### config.mk
export PLATFORM = sky130hd
export DESIGN_NAME = srxef_top
export DESIGN_NICKNAME = d
export VERILOG_FILES = /design/src/verilog/srxef_pkg.sv /design/src/verilog/srxef_top.sv /design/src/verilog/srxef_bitclk.sv /design/src/verilog/srxef_txser.sv
export SDC_FILE = /design/constraint.sdc
export NUM_CORES = 1
export LEC_CHECK = 0
export ABC_AREA = 1
export BUFFER_PORTS_ARGS = -buffer_cell sky130_fd_sc_hd__buf_4
export CAP_MARGIN = 20
export CORE_MARGIN = 2
export CORE_UTILIZATION = 55
export CTS_CLUSTER_DIAMETER = 150
export DETAILED_ROUTE_END_ITERATION = 6
export PLACE_DENSITY = 0.87
export SYNTH_ARGS = -nofsm -noshare
export SYNTH_HDL_FRONTEND = slang
export SYNTH_SLANG_ARGS = --single-unit
export TNS_END_PERCENT = 10
### constraint.sdc
create_clock -name clk -period 3.19 [get_ports clk]
set_input_delay 0.7975 -clock clk [delete_from_list [all_inputs] [get_ports clk]]
set_output_delay 0.7975 -clock clk [all_outputs]
set_load 0.02 [all_outputs]
### src/verilog/srxef_pkg.sv
package srxef_pkg;
  // Word offsets on the Avalon-MM slave (byte address = 4 * index).
  localparam logic [2:0] SRXEF_ADDR_CTRL = 3'h0;
  localparam logic [2:0] SRXEF_ADDR_STAT = 3'h1;
  localparam logic [2:0] SRXEF_ADDR_DATA = 3'h2;
  localparam logic [2:0] SRXEF_ADDR_IRQ_STAT = 3'h3;
  localparam logic [2:0] SRXEF_ADDR_IRQ_MASK = 3'h4;
  localparam logic [2:0] SRXEF_ADDR_TXDATA = 3'h5;
  // Control register fields.
  localparam int SRXEF_CTRL_RE = 0;
  localparam int SRXEF_CTRL_TE = 1;
  localparam int SRXEF_CTRL_SYNC = 2;
  localparam int SRXEF_CTRL_STOP2 = 3;
  // Status register fields.
  localparam int SRXEF_ST_RX_FULL_FLAG = 6;
  localparam int SRXEF_ST_ORER = 5;
  localparam int SRXEF_ST_FRER = 4;
  localparam int SRXEF_ST_TXBUSY = 0;
  localparam logic [7:0] SRXEF_STAT_RST = 8'h00;
  // Interrupt status/mask fields.
  localparam int SRXEF_IRQ_RXF = 0;
  localparam int SRXEF_IRQ_OVR = 1;
  localparam int SRXEF_IRQ_FRM = 2;
  localparam logic [2:0] SRXEF_IRQ_RST = 3'h0;
  // Bit timing: one bit cell is this many system clocks.
  localparam logic [7:0] SRXEF_BIT_CLKS = 8'h10;
  localparam logic [7:0] SRXEF_HALF_CLKS = 8'h08;
  localparam logic [3:0] SRXEF_DATA_BITS = 4'h8;
  localparam logic [7:0] SRXEF_DATA_RST = 8'h00;
endpackage

### src/verilog/srxef_top.sv
`timescale 1ns/100ps
// How it works
// Receiver disable leaves overrun flag unchanged.
// Overrun keeps old character, drops new.
// Overrun flag halts reception; sync halts transmit.
// Framing error sets status bit 4.
// Framing flag cleared by read-1-write-0 only.
// Receiver disable leaves framing flag unchanged.
// Two stop bits: only first checked.
// Framing error loads holding register, no full.
// Framing flag halts further reception.
// Sync mode framing flag stops both directions.
// Completion while full raises overrun flag.
// Overrun flag cleared by read-1-write-0 only.
// Full flag set only on normal completion.
module srxef_top
  import srxef_pkg::*;
(
  input wire logic clk,
  input wire logic srst,
  input wire logic [2:0] avs_address,
  input wire logic avs_read,
  input wire logic avs_write,
  input wire logic [31:0] avs_writedata,
  output logic [31:0] avs_readdata,
  output logic avs_waitrequest,
  input wire logic rxd,
  output logic txd,
  output logic irq
);
  typedef enum logic [1:0] {RX_IDLE, RX_START, RX_DATA, RX_STOP} srxef_rx_t;
  typedef struct packed {
    srxef_rx_t rx;
    logic [7:0] rx_shift_reg;
    logic [3:0] bitn;
    logic stop_seen;
    logic [7:0] rx_holding_reg;
    logic rx_full_flag;
    logic overrun_err_flag;
    logic framing_err_flag;
    logic rx_full_flag_armed;
    logic oer_armed;
    logic fer_armed;
    logic [3:0] ctrl;
    logic [2:0] irq_stat;
    logic [2:0] irq_mask;
    logic [31:0] rdata;
    logic ack;
    logic irq;
    logic tx_start;
    logic [7:0] tx_data;
  } srxef_st_t;
  srxef_st_t st_ff, nxt_st;
  logic tick, restart, tx_txd, tx_busy, tx_hold, err_block;
  logic rx_done, rx_frame_ok, wr_stat, rd_stat;
  logic [7:0] first_cnt;
  logic [2:0] ev;

  // Either error flag blocks reception; in sync mode it also freezes transmit.
  assign err_block = st_ff.overrun_err_flag | st_ff.framing_err_flag;
  assign tx_hold = err_block & st_ff.ctrl[SRXEF_CTRL_SYNC];
  assign restart = (st_ff.rx == RX_IDLE) & ~rxd;
  assign first_cnt = SRXEF_HALF_CLKS;
  assign wr_stat = avs_write & st_ff.ack & (avs_address == SRXEF_ADDR_STAT);
  assign rd_stat = avs_read & st_ff.ack & (avs_address == SRXEF_ADDR_STAT);

  srxef_bitclk u_bitclk (
    .clk(clk),
    .srst(srst),
    .restart(restart),
    .first_cnt(first_cnt),
    .tick(tick)
  );

  srxef_txser u_tx (
    .clk(clk),
    .srst(srst),
    .tick(tick),
    .start(st_ff.tx_start),
    .data(st_ff.tx_data),
    .hold(tx_hold),
    .txd(tx_txd),
    .busy(tx_busy)
  );

  // Only the first stop bit is sampled; a second stop bit is idle time.
  assign rx_done = (st_ff.rx == RX_STOP) & tick;
  assign rx_frame_ok = rxd;

  always_comb begin
    nxt_st = st_ff;
    nxt_st.tx_start = 1'b0;
    ev = 3'h0;
    nxt_st.ack = (avs_read | avs_write) & ~st_ff.ack;
    unique case (st_ff.rx)
      RX_IDLE: begin
        if (~rxd && st_ff.ctrl[SRXEF_CTRL_RE] && !err_block) begin
          nxt_st.rx = RX_START;
        end
      end
      RX_START: begin
        if (tick) begin
          nxt_st.rx = rxd ? RX_IDLE : RX_DATA;
          nxt_st.bitn = 4'h0;
        end
      end
      RX_DATA: begin
        if (tick) begin
          nxt_st.rx_shift_reg = {rxd, st_ff.rx_shift_reg[7:1]};
          nxt_st.bitn = st_ff.bitn + 4'h1;
          if (st_ff.bitn == SRXEF_DATA_BITS - 4'h1) begin
            nxt_st.rx = RX_STOP;
          end
        end
      end
      RX_STOP: begin
        if (tick) begin
          nxt_st.rx = RX_IDLE;
          nxt_st.stop_seen = rx_frame_ok;
        end
      end
    endcase
    // Clearing flags: a read that returned 1 arms the later 0-write.
    if (rd_stat) begin
      nxt_st.rx_full_flag_armed = st_ff.rx_full_flag;
      nxt_st.oer_armed = st_ff.overrun_err_flag;
      nxt_st.fer_armed = st_ff.framing_err_flag;
    end
    if (wr_stat) begin
      if (st_ff.rx_full_flag_armed && !avs_writedata[SRXEF_ST_RX_FULL_FLAG]) begin
        nxt_st.rx_full_flag = 1'b0;
      end
      if (st_ff.oer_armed && !avs_writedata[SRXEF_ST_ORER]) begin
        nxt_st.overrun_err_flag = 1'b0;
      end
      if (st_ff.fer_armed && !avs_writedata[SRXEF_ST_FRER]) begin
        nxt_st.framing_err_flag = 1'b0;
      end
      nxt_st.rx_full_flag_armed = 1'b0;
      nxt_st.oer_armed = 1'b0;
      nxt_st.fer_armed = 1'b0;
    end
    if (avs_read && st_ff.ack && avs_address == SRXEF_ADDR_DATA) begin
      nxt_st.rx_full_flag = 1'b0;
    end
    // Completion events come after the clears so that a set wins.
    if (rx_done) begin
      if (st_ff.rx_full_flag) begin
        nxt_st.overrun_err_flag = 1'b1;
        ev[SRXEF_IRQ_OVR] = 1'b1;
      end else if (!rx_frame_ok) begin
        nxt_st.framing_err_flag = 1'b1;
        nxt_st.rx_holding_reg = st_ff.rx_shift_reg;
        ev[SRXEF_IRQ_FRM] = 1'b1;
      end else begin
        nxt_st.rx_holding_reg = st_ff.rx_shift_reg;
        nxt_st.rx_full_flag = 1'b1;
        ev[SRXEF_IRQ_RXF] = 1'b1;
      end
    end
    if (avs_write && st_ff.ack) begin
      unique case (avs_address)
        // Writing RE=0 touches only ctrl; the error flags are left alone.
        SRXEF_ADDR_CTRL: nxt_st.ctrl = avs_writedata[3:0];
        SRXEF_ADDR_IRQ_STAT: nxt_st.irq_stat = st_ff.irq_stat & ~avs_writedata[2:0];
        SRXEF_ADDR_IRQ_MASK: nxt_st.irq_mask = avs_writedata[2:0];
        SRXEF_ADDR_TXDATA: begin
          if (st_ff.ctrl[SRXEF_CTRL_TE] && !tx_busy && !tx_hold) begin
            nxt_st.tx_data = avs_writedata[7:0];
            nxt_st.tx_start = 1'b1;
          end
        end
        default: ;
      endcase
    end
    nxt_st.irq_stat = nxt_st.irq_stat | ev;
    nxt_st.irq = |(nxt_st.irq_stat & nxt_st.irq_mask);
    nxt_st.rdata = 32'h0000_0000;
    if (avs_read && !st_ff.ack) begin
      unique case (avs_address)
        SRXEF_ADDR_CTRL: nxt_st.rdata = {28'h0, st_ff.ctrl};
        SRXEF_ADDR_STAT: nxt_st.rdata = {24'h0, 1'b0, st_ff.rx_full_flag, st_ff.overrun_err_flag,
                                         st_ff.framing_err_flag, 3'h0, tx_busy};
        SRXEF_ADDR_DATA: nxt_st.rdata = {24'h0, st_ff.rx_holding_reg};
        SRXEF_ADDR_IRQ_STAT: nxt_st.rdata = {29'h0, st_ff.irq_stat};
        SRXEF_ADDR_IRQ_MASK: nxt_st.rdata = {29'h0, st_ff.irq_mask};
        default: nxt_st.rdata = 32'h0000_0000;
      endcase
    end else if (st_ff.ack) begin
      nxt_st.rdata = 32'h0000_0000;
    end
  end

  always_ff @(posedge clk) begin
    if (srst) begin
      st_ff <= '0;
      st_ff.rx <= RX_IDLE;
    end else begin
      st_ff <= nxt_st;
    end
  end

  // Output flops: txd comes from the transmitter register, the rest from st_ff.
  assign avs_readdata = st_ff.rdata;
  assign avs_waitrequest = ~st_ff.ack;
  assign irq = st_ff.irq;
  assign txd = tx_txd;

  property p_oer_keeps_data;
    @(posedge clk) disable iff (srst)
      (rx_done && st_ff.rx_full_flag) |=> (st_ff.overrun_err_flag && $stable(st_ff.rx_holding_reg));
  endproperty
  a_oer_keeps_data: assert property (p_oer_keeps_data) else $error("overrun changed data");

  property p_oer_set;
    @(posedge clk) disable iff (srst) (rx_done && st_ff.rx_full_flag) |=> st_ff.overrun_err_flag;
  endproperty
  a_oer_set: assert property (p_oer_set) else $error("overrun flag not set");

  property p_no_rx_on_err;
    @(posedge clk) disable iff (srst) (st_ff.rx == RX_IDLE && err_block) |=> st_ff.rx == RX_IDLE;
  endproperty
  a_no_rx_on_err: assert property (p_no_rx_on_err) else $error("reception while error");

  property p_fer_set;
    @(posedge clk) disable iff (srst)
      (rx_done && !st_ff.rx_full_flag && !rxd) |=> (st_ff.framing_err_flag && !st_ff.rx_full_flag);
  endproperty
  a_fer_set: assert property (p_fer_set) else $error("framing handling wrong");

  property p_fer_no_clear;
    @(posedge clk) disable iff (srst) (st_ff.framing_err_flag && !st_ff.fer_armed) |=> st_ff.framing_err_flag;
  endproperty
  a_fer_no_clear: assert property (p_fer_no_clear) else $error("framing flag lost");

  property p_oer_no_clear;
    @(posedge clk) disable iff (srst) (st_ff.overrun_err_flag && !st_ff.oer_armed) |=> st_ff.overrun_err_flag;
  endproperty
  a_oer_no_clear: assert property (p_oer_no_clear) else $error("overrun flag lost");

  property p_full_only_ok;
    @(posedge clk) disable iff (srst) $rose(st_ff.rx_full_flag) |-> $past(rx_done && rxd);
  endproperty
  a_full_only_ok: assert property (p_full_only_ok) else $error("full set wrongly");

  property p_sync_tx_hold;
    @(posedge clk) disable iff (srst) tx_hold |=> !st_ff.tx_start;
  endproperty
  a_sync_tx_hold: assert property (p_sync_tx_hold) else $error("transmit during error");

  property p_stop1_only;
    @(posedge clk) disable iff (srst) rx_done |=> st_ff.rx == RX_IDLE;
  endproperty
  a_stop1_only: assert property (p_stop1_only) else $error("second stop checked");

  c_overrun: cover property (@(posedge clk) $rose(st_ff.overrun_err_flag));
  c_framing: cover property (@(posedge clk) $rose(st_ff.framing_err_flag));
  c_full: cover property (@(posedge clk) $rose(st_ff.rx_full_flag));
  c_fer_clear: cover property (@(posedge clk) $fell(st_ff.framing_err_flag));
endmodule // srxef_top

### src/verilog/srxef_bitclk.sv
`timescale 1ns/100ps
// Divider giving one-cycle bit-cell ticks; restart realigns the cell phase.
module srxef_bitclk
  import srxef_pkg::*;
(
  input wire logic clk,
  input wire logic srst,
  input wire logic restart,
  input wire logic [7:0] first_cnt,
  output logic tick
);
  typedef struct packed {
    logic [7:0] cnt;
    logic tick;
  } srxef_bc_t;
  srxef_bc_t st_ff, nxt_st;
  always_comb begin
    nxt_st = st_ff;
    nxt_st.tick = 1'b0;
    if (restart) begin
      nxt_st.cnt = first_cnt;
    end else if (st_ff.cnt == 8'h01) begin
      nxt_st.cnt = SRXEF_BIT_CLKS;
      nxt_st.tick = 1'b1;
    end else begin
      nxt_st.cnt = st_ff.cnt - 8'h01;
    end
  end
  always_ff @(posedge clk) begin
    if (srst) begin
      st_ff <= '{cnt: SRXEF_BIT_CLKS, tick: 1'b0};
    end else begin
      st_ff <= nxt_st;
    end
  end
  assign tick = st_ff.tick;
endmodule // srxef_bitclk

### src/verilog/srxef_txser.sv
`timescale 1ns/100ps
// Minimal transmitter: start, 8 data bits LSB first, one stop bit.
module srxef_txser
  import srxef_pkg::*;
(
  input wire logic clk,
  input wire logic srst,
  input wire logic tick,
  input wire logic start,
  input wire logic [7:0] data,
  input wire logic hold,
  output logic txd,
  output logic busy
);
  typedef struct packed {
    logic [9:0] sh;
    logic [3:0] cnt;
    logic busy;
    logic txd;
  } srxef_tx_t;
  srxef_tx_t st_ff, nxt_st;
  always_comb begin
    nxt_st = st_ff;
    if (!st_ff.busy && start) begin
      nxt_st.sh = {1'b1, data, 1'b0};
      nxt_st.cnt = 4'hA;
      nxt_st.busy = 1'b1;
    end else if (st_ff.busy && tick && !hold) begin
      nxt_st.txd = st_ff.sh[0];
      nxt_st.sh = {1'b1, st_ff.sh[9:1]};
      nxt_st.cnt = st_ff.cnt - 4'h1;
      if (st_ff.cnt == 4'h0) begin
        nxt_st.busy = 1'b0;
        nxt_st.txd = 1'b1;
      end
    end
  end
  always_ff @(posedge clk) begin
    if (srst) begin
      st_ff <= '{sh: 10'h3FF, cnt: 4'h0, busy: 1'b0, txd: 1'b1};
    end else begin
      st_ff <= nxt_st;
    end
  end
  assign txd = st_ff.txd;
  assign busy = st_ff.busy;
endmodule // srxef_txser

After elaboration in Yosys (flattened, before gate mapping)
Cells that the tools add are included.
{ "totals": {"mem_count": 0, "mem_bits_ro": 0, "inputBits": 40, "out_inout_bits": 35, "ram_bits": 0, "latchBits": 0, "reg_bits": 105, "elab_cells": 145} }
{ "classes": {"n_mul": 0, "n_eq_ne": 15, "shift": 0, "div_mod_pow": 0, "magnitude_cmp": 0, "n_mux": 38, "reduce_logical": 42, "n_bitwise": 21, "addsub": 3} }
{ "op_table": {"columns": ["operator", "n"], "rows": [
  ["8-bit case mux with 5 select lines", 1],
  ["14-bit 2-to-1 mux", 2],
  ["1-bit 2-to-1 mux", 15],
  ["15-bit 2-to-1 mux", 1],
  ["3-bit 2-to-1 mux", 5],
  ["1-bit logical AND", 14],
  ["2-bit 2-to-1 mux", 6],
  ["6-bit 2-to-1 mux", 2],
  ["5-bit 2-to-1 mux", 2],
  ["2-bit AND reduction", 5],
  ["9-bit 2-to-1 mux", 1],
  ["3-bit OR reduction", 3],
  ["1-bit AND", 8],
  ["8-bit by 1-bit equality test with 1-bit output, second input constant", 1],
  ["2-bit by 1-bit != test with 1-bit output, second input constant", 4],
  ["2-bit case mux with 4 select lines", 1],
  ["4-bit case mux with 2 select lines", 1],
  ["2-bit OR reduction", 4],
  ["8-bit by 1-bit subtractor with 8-bit output, second input constant", 1],
  ["1-bit zero test", 7],
  ["1-bit NOT", 7],
  ["3-bit AND", 2],
  ["3-bit by 2-bit equality test with 1-bit output, second input constant", 2],
  ["3-bit equality test, second input constant", 2],
  ["other kinds (17)", 22]
]} }

Depth between registers and ports, before layout
{ "depth": {"depth_word": 8, "ltp_mapped": 9, "mapped_depth_nobuf": 9} }

Modules after synthesis
Synthesis repeated with hierarchy kept, for this count alone.
{ "unflattened": {"hier_cells": 502, "hier_area_um2": 3881.2} }
{ "by_module_without_submodules": {"columns": ["module", "seq_area_each_um2", "n_inst", "area_each_um2", "cells_per_inst"], "rows": [
  ["srxef_top", 1141.1, 1, 2651.3, 343],
  ["srxef_txser", 300.3, 1, 668.1, 89],
  ["srxef_bitclk", 180.2, 1, 561.8, 70]
]} }

Least setup slack after synthesis
OpenSTA, ideal clock, no wires.
{ "synth_timing": {"path_kind": "input to register", "startpoint": "input avs_address[2]", "endpoint": "register st_ff[58] (netlist name)", "slack_ps": 1542, "required_ps": 3070, "arrival_time_ps": 1528, "path_stages": 5, "cell_sequence": "buf_6 > nor3_2 > nand3_1 > nand3_1 > a21oi_1"} }
{ "synth_between": {"elab_chain_cells": 7, "word_cells_on_any_way": 9, "cone_classes": "2 x eq/ne; 5 x mux; 1 x bitwise; 1 x reduce/logical"} }
{ "synth_rtl": {"columns": ["item", "line", "rtl"], "rows": [
  ["start: declaration", "srxef_top.sv:21", "input wire logic [2:0] avs_address,"],
  ["3-bit by 1-bit equality test with 1-bit output", "srxef_top.sv:64", "assign wr_stat = avs_write & st_ff.ack & (avs_address == SRXEF_ADDR_STAT);"],
  ["1-bit AND", "srxef_top.sv:64", null],
  ["6-bit 2-to-1 mux", "srxef_top.sv:129", "if (wr_stat) begin"],
  ["1-bit 2-to-1 mux (*)", "srxef_top.sv:143", "if (avs_read && st_ff.ack && avs_address == SRXEF_ADDR_DATA) begin"],
  ["1-bit 2-to-1 mux", "srxef_top.sv:151", "end else if (!rx_frame_ok) begin"],
  ["1-bit 2-to-1 mux", "srxef_top.sv:148", "if (st_ff.rx_full_flag) begin"],
  ["3-bit 2-to-1 mux (*)", "srxef_top.sv:147", "if (rx_done) begin"],
  ["end signal: assignment", "srxef_top.sv:199", "st_ff <= nxt_st;"],
  ["end: declaration", "srxef_top.sv:53", "srxef_st_t st_ff, nxt_st;"]
]} }
Mark *: on every way between the ends. The rest lies on a longest branch, timed or not.
A chain may end at the register's enable or synchronous reset.

==> results.md <==
* Post-DP Area at between 3000 and 4000 sq um
* Hold Crit Class: reg2reg
* CP Capture Type: flip-flop
* Fmax achieved at 510.7 MHz
* Crit-path most repeated cell: buf_4
* Setup TNS at 0 ns
* Die extent in x at around 86 microns
* Seq pwr share at between 50 and 60%
* Post-CTS sizing at 0
* DIE AREA at about 7300 sq um
* First-pass GRT wire length at around 13 mm
* Htree depth at 3
* Drt first pass iters at 4
* Internal power at around 1.3 mW
* Ports at between 70 and 80
* Combinational Power Share at around 7.6%
* Initial Util at 57.39%
* Detail Placement HPWL at between 5 and 6 mm
* Die Ht at around 86 microns
* Crit-path cells: buf_4, clkinv_1, buf_4, o21ai_0, a21oi_1
* Yosys cell types at 37
* Post-synthesis sequential area ratio at 44.25%
* Post-route ant nets at 0
* Non-Filler Cell Area, Final at approximately 3900 sq um
* Switch Pwr at 0.4761 mW
* Core area at between 6000 and 7000 sq um
* Largest family of logic cells by synthesized area: simple AND/OR/NAND/NOR gates
* Routability congestion estimate at around 0.85
* Worst Skew at 0.009351 ns
* Post-Synth XOR/XNOR Area at 0.2390%
* Clock network fraction of total power at between 30% and 40%
* Antenna violations before repair at 0
* Tmin final at between 1.5 and 2 ns
* Setup repair after global routing missed its margin: false
* Worst path max stage delay at roughly 0.48 ns
* PortBufs at 26
* Data required, critical path at roughly 3.4 ns
* Flops & latches, synth at between 80 and 90
* Peak supply drop at 0.0003826 V
* Vias in the first global route at a little under 3k
* Final period util at 61.38%
* Met3 Use GR at ~4.7%
* Row count at 29
* Clk_lat worst skew at about 0.36 ns
* All-Layer GR Usage at a little over a fifth
* Worst-Margin Slew at roughly 0.69 ns
* Slowest stage cell, crit path: clkinv_1
* DRC violations left at 0
* CTS Root Cell: clkbuf_8
* Synth Area in Simple Gates at between 20% and 30%
* GRT met1 Usage at a little over a quarter
* Synth Area in Adders at 1.366%
* Number of inserted diodes at 0
* Hold-fix buffers, CTS at 0
* Largest net degree at the start of global routing at 32
* Pleak at 1.614 nW
* Postcts setup bufs at 0
* Mean Syn Cell Area at 7.541 sq um
* GR Util met2 at between 30% and 40%
* Final net count at ~550
* Mapped Cells at just under 500
* CTS tree: done
* Area grow syn2layout at 7.033%
* Via density at roughly 5.3
* Startpoint types: input port
* Mux share of post-synthesis cell area at 0%
* Routed WL per cell at about 12 microns
* Hold violation total from the final report at 0
* Max-cap violations at 0
* Max transition margin at 53.63%
* Synth Cell Area at about 3700 sq um
* Final setup viols at 0
* Total Wirelength at between 7 and 8 mm
* Gr busiest metal: met2
* Compound-Gate Fraction of Synth Area at around 15%
* Total Power at between 1.5 and 2 mW
* Syn. warnings at 0
* Power density cells at roughly 460 nW/um^2
* DRT iter0 DRCs at 200
* Status: complete, no violations
* Inserted Clock Buffers at 9
* Crit Path Class: in2reg
* Arr. time, crit path at 2.19 ns
* Worst Path Max Fanout at 31
* Vias at 3084
* Pins over their slew limit at 0
* Sw Ratio at a little over a quarter
* GR Overflow Total at 0
* Layout cells sized above 1 at 13.75%
* Clock Tree Buf Depth at 2
* Clock Pin Slew Worst Setup and Hold Paths at roughly 0.08 ns
* Sink Count at 81
[cell type report]
cell class                 count  area (sq um)
tap                           77         96.34
inverter                      53         201.4
clock inverter                 7         47.55
clock buffer                   9         123.9
fill                         569          2464
timing repair buffer          27         202.7
sequential                    81          1622
multi-input combinational    332          1629
[critical path: cells and delay by family]
| family | cells | cell delay, ns |
|---|---|---|
| AO/OA/AOI/OAI | 2 | 0.21 |
| buffers and inverters | 3 | 1.17 |
[per-stage QoR]
stage / hold slack, ns / cells / worst slack (ns) / utilization [%]
floorplan: 0.4144 / 509 / 1.542 / -
global placement: 0.4304 / 570 / 0.9284 / 58.74
detailed placement: 0.4452 / 570 / 0.8871 / 58.74
CTS: 0.4588 / 586 / 1.268 / 61.42
global route: 0.4828 / 586 / 1.129 / 61.42
finish: 0.4569 / 586 / 1.232 / 61.42
[kinds of logic (layout without fill, tap and decap cells)]
kind of cell	Yosys count	count (layout)
xor gates and xnor gates	1	1
DFF	81	81
other	1	24
buffers and inverters	96	96
and+or+nand+nor	201	201
adders and majority gates	4	4
AOI/OAI and AO/OA	102	102
[worst paths after layout]
path                                         from           endpoint  slack, ns  cells past startpoint
worst min register to register  u_bitclk.st_ff[1]  u_bitclk.st_ff[1]       0.46                      1
worst min-delay path            u_bitclk.st_ff[1]  u_bitclk.st_ff[1]       0.46                      1
worst max-delay path                         srst          st_ff[60]       1.23                      5
worst max register to register          st_ff[56]     u_tx.st_ff[12]       1.46                      6
[metal layers]
layer | wire length [microns] | part of all wire [%]
met1 | 3153 | 44
met2 | 3566 | 49
met3 | 429 | 5.9
met4 | 99 | 1.4
met5 | 0 | 0
[state kept, by name, indices dropped and copies added, names as in the netlist]
name / count
u_tx.txd: 1
u_bitclk.tick: 1
st_ff: 48
u_tx.busy: 1
u_tx.st_ff: 13
irq: 1
avs_readdata: 8
u_bitclk.st_ff: 8
[cell usage in the layout, fill, tap and decap left out, drive strengths merged]
master	netlist	final
nand4	20	20
inv	50	50
buf	40	27
a31oi	2	2
a211oi	1	1
a31o	1	1
nor3b	1	1
o2111ai	1	1
ha	4	4
nor2	35	35
clkbuf	3	9
nand2	114	114
nor3	5	5
nand3	25	25
clkinvlp	0	2
a21oi	59	59
xor2	1	1
clkinv	3	8
o211ai	1	1
conb	1	24
o21ai	37	37
dfxtp	81	81
or2	1	1
[power groups by stage]
stage,Clock [mW],Sequential [mW],Combinational (mW)
after floorplan,0,1.05,0.120
after global placement,0,1.05,0.133
after detailed placement,0,1.05,0.136
after CTS,0.672,1.03,0.137
after global routing,0.711,1.03,0.153
final,0.650,1.03,0.138
[cell usage after synthesis]
| cell | count | area share [%] |
|---|---|---|
| a211oi_2 | 1 | 0.34 |
| a21oi_1 | 58 | 7.9 |
| a21oi_2 | 1 | 0.24 |
| a31o_2 | 1 | 0.24 |
| a31oi_1 | 2 | 0.34 |
| buf_1 | 1 | 0.10 |
| buf_2 | 5 | 0.68 |
| buf_4 | 33 | 6.8 |
| buf_6 | 1 | 0.31 |
| clkbuf_1 | 3 | 0.31 |
| clkinv_1 | 3 | 0.31 |
| conb_1 | 1 | 0.10 |
| dfxtp_1 | 81 | 44 |
| ha_1 | 4 | 1.4 |
| inv_1 | 46 | 4.7 |
| inv_2 | 3 | 0.31 |
| inv_4 | 1 | 0.17 |
| nand2_1 | 109 | 11 |
| nand2_2 | 5 | 0.85 |
| nand3_1 | 23 | 3.1 |
| nand3_2 | 1 | 0.27 |
| nand3_4 | 1 | 0.48 |
| nand4_1 | 20 | 3.4 |
| nor2_1 | 27 | 2.8 |
| nor2_2 | 5 | 0.85 |
| nor2_4 | 3 | 0.92 |
| nor3_1 | 3 | 0.41 |
| nor3_2 | 1 | 0.27 |
| nor3_4 | 1 | 0.44 |
| nor3b_2 | 1 | 0.34 |
| o2111ai_1 | 1 | 0.24 |
| o211ai_1 | 1 | 0.20 |
| o21ai_0 | 31 | 4.2 |
| o21ai_1 | 5 | 0.68 |
| o21ai_4 | 1 | 0.44 |
| or2_2 | 1 | 0.17 |
| xor2_1 | 1 | 0.24 |
No activity file was read; power rests on OpenSTA's default activity.
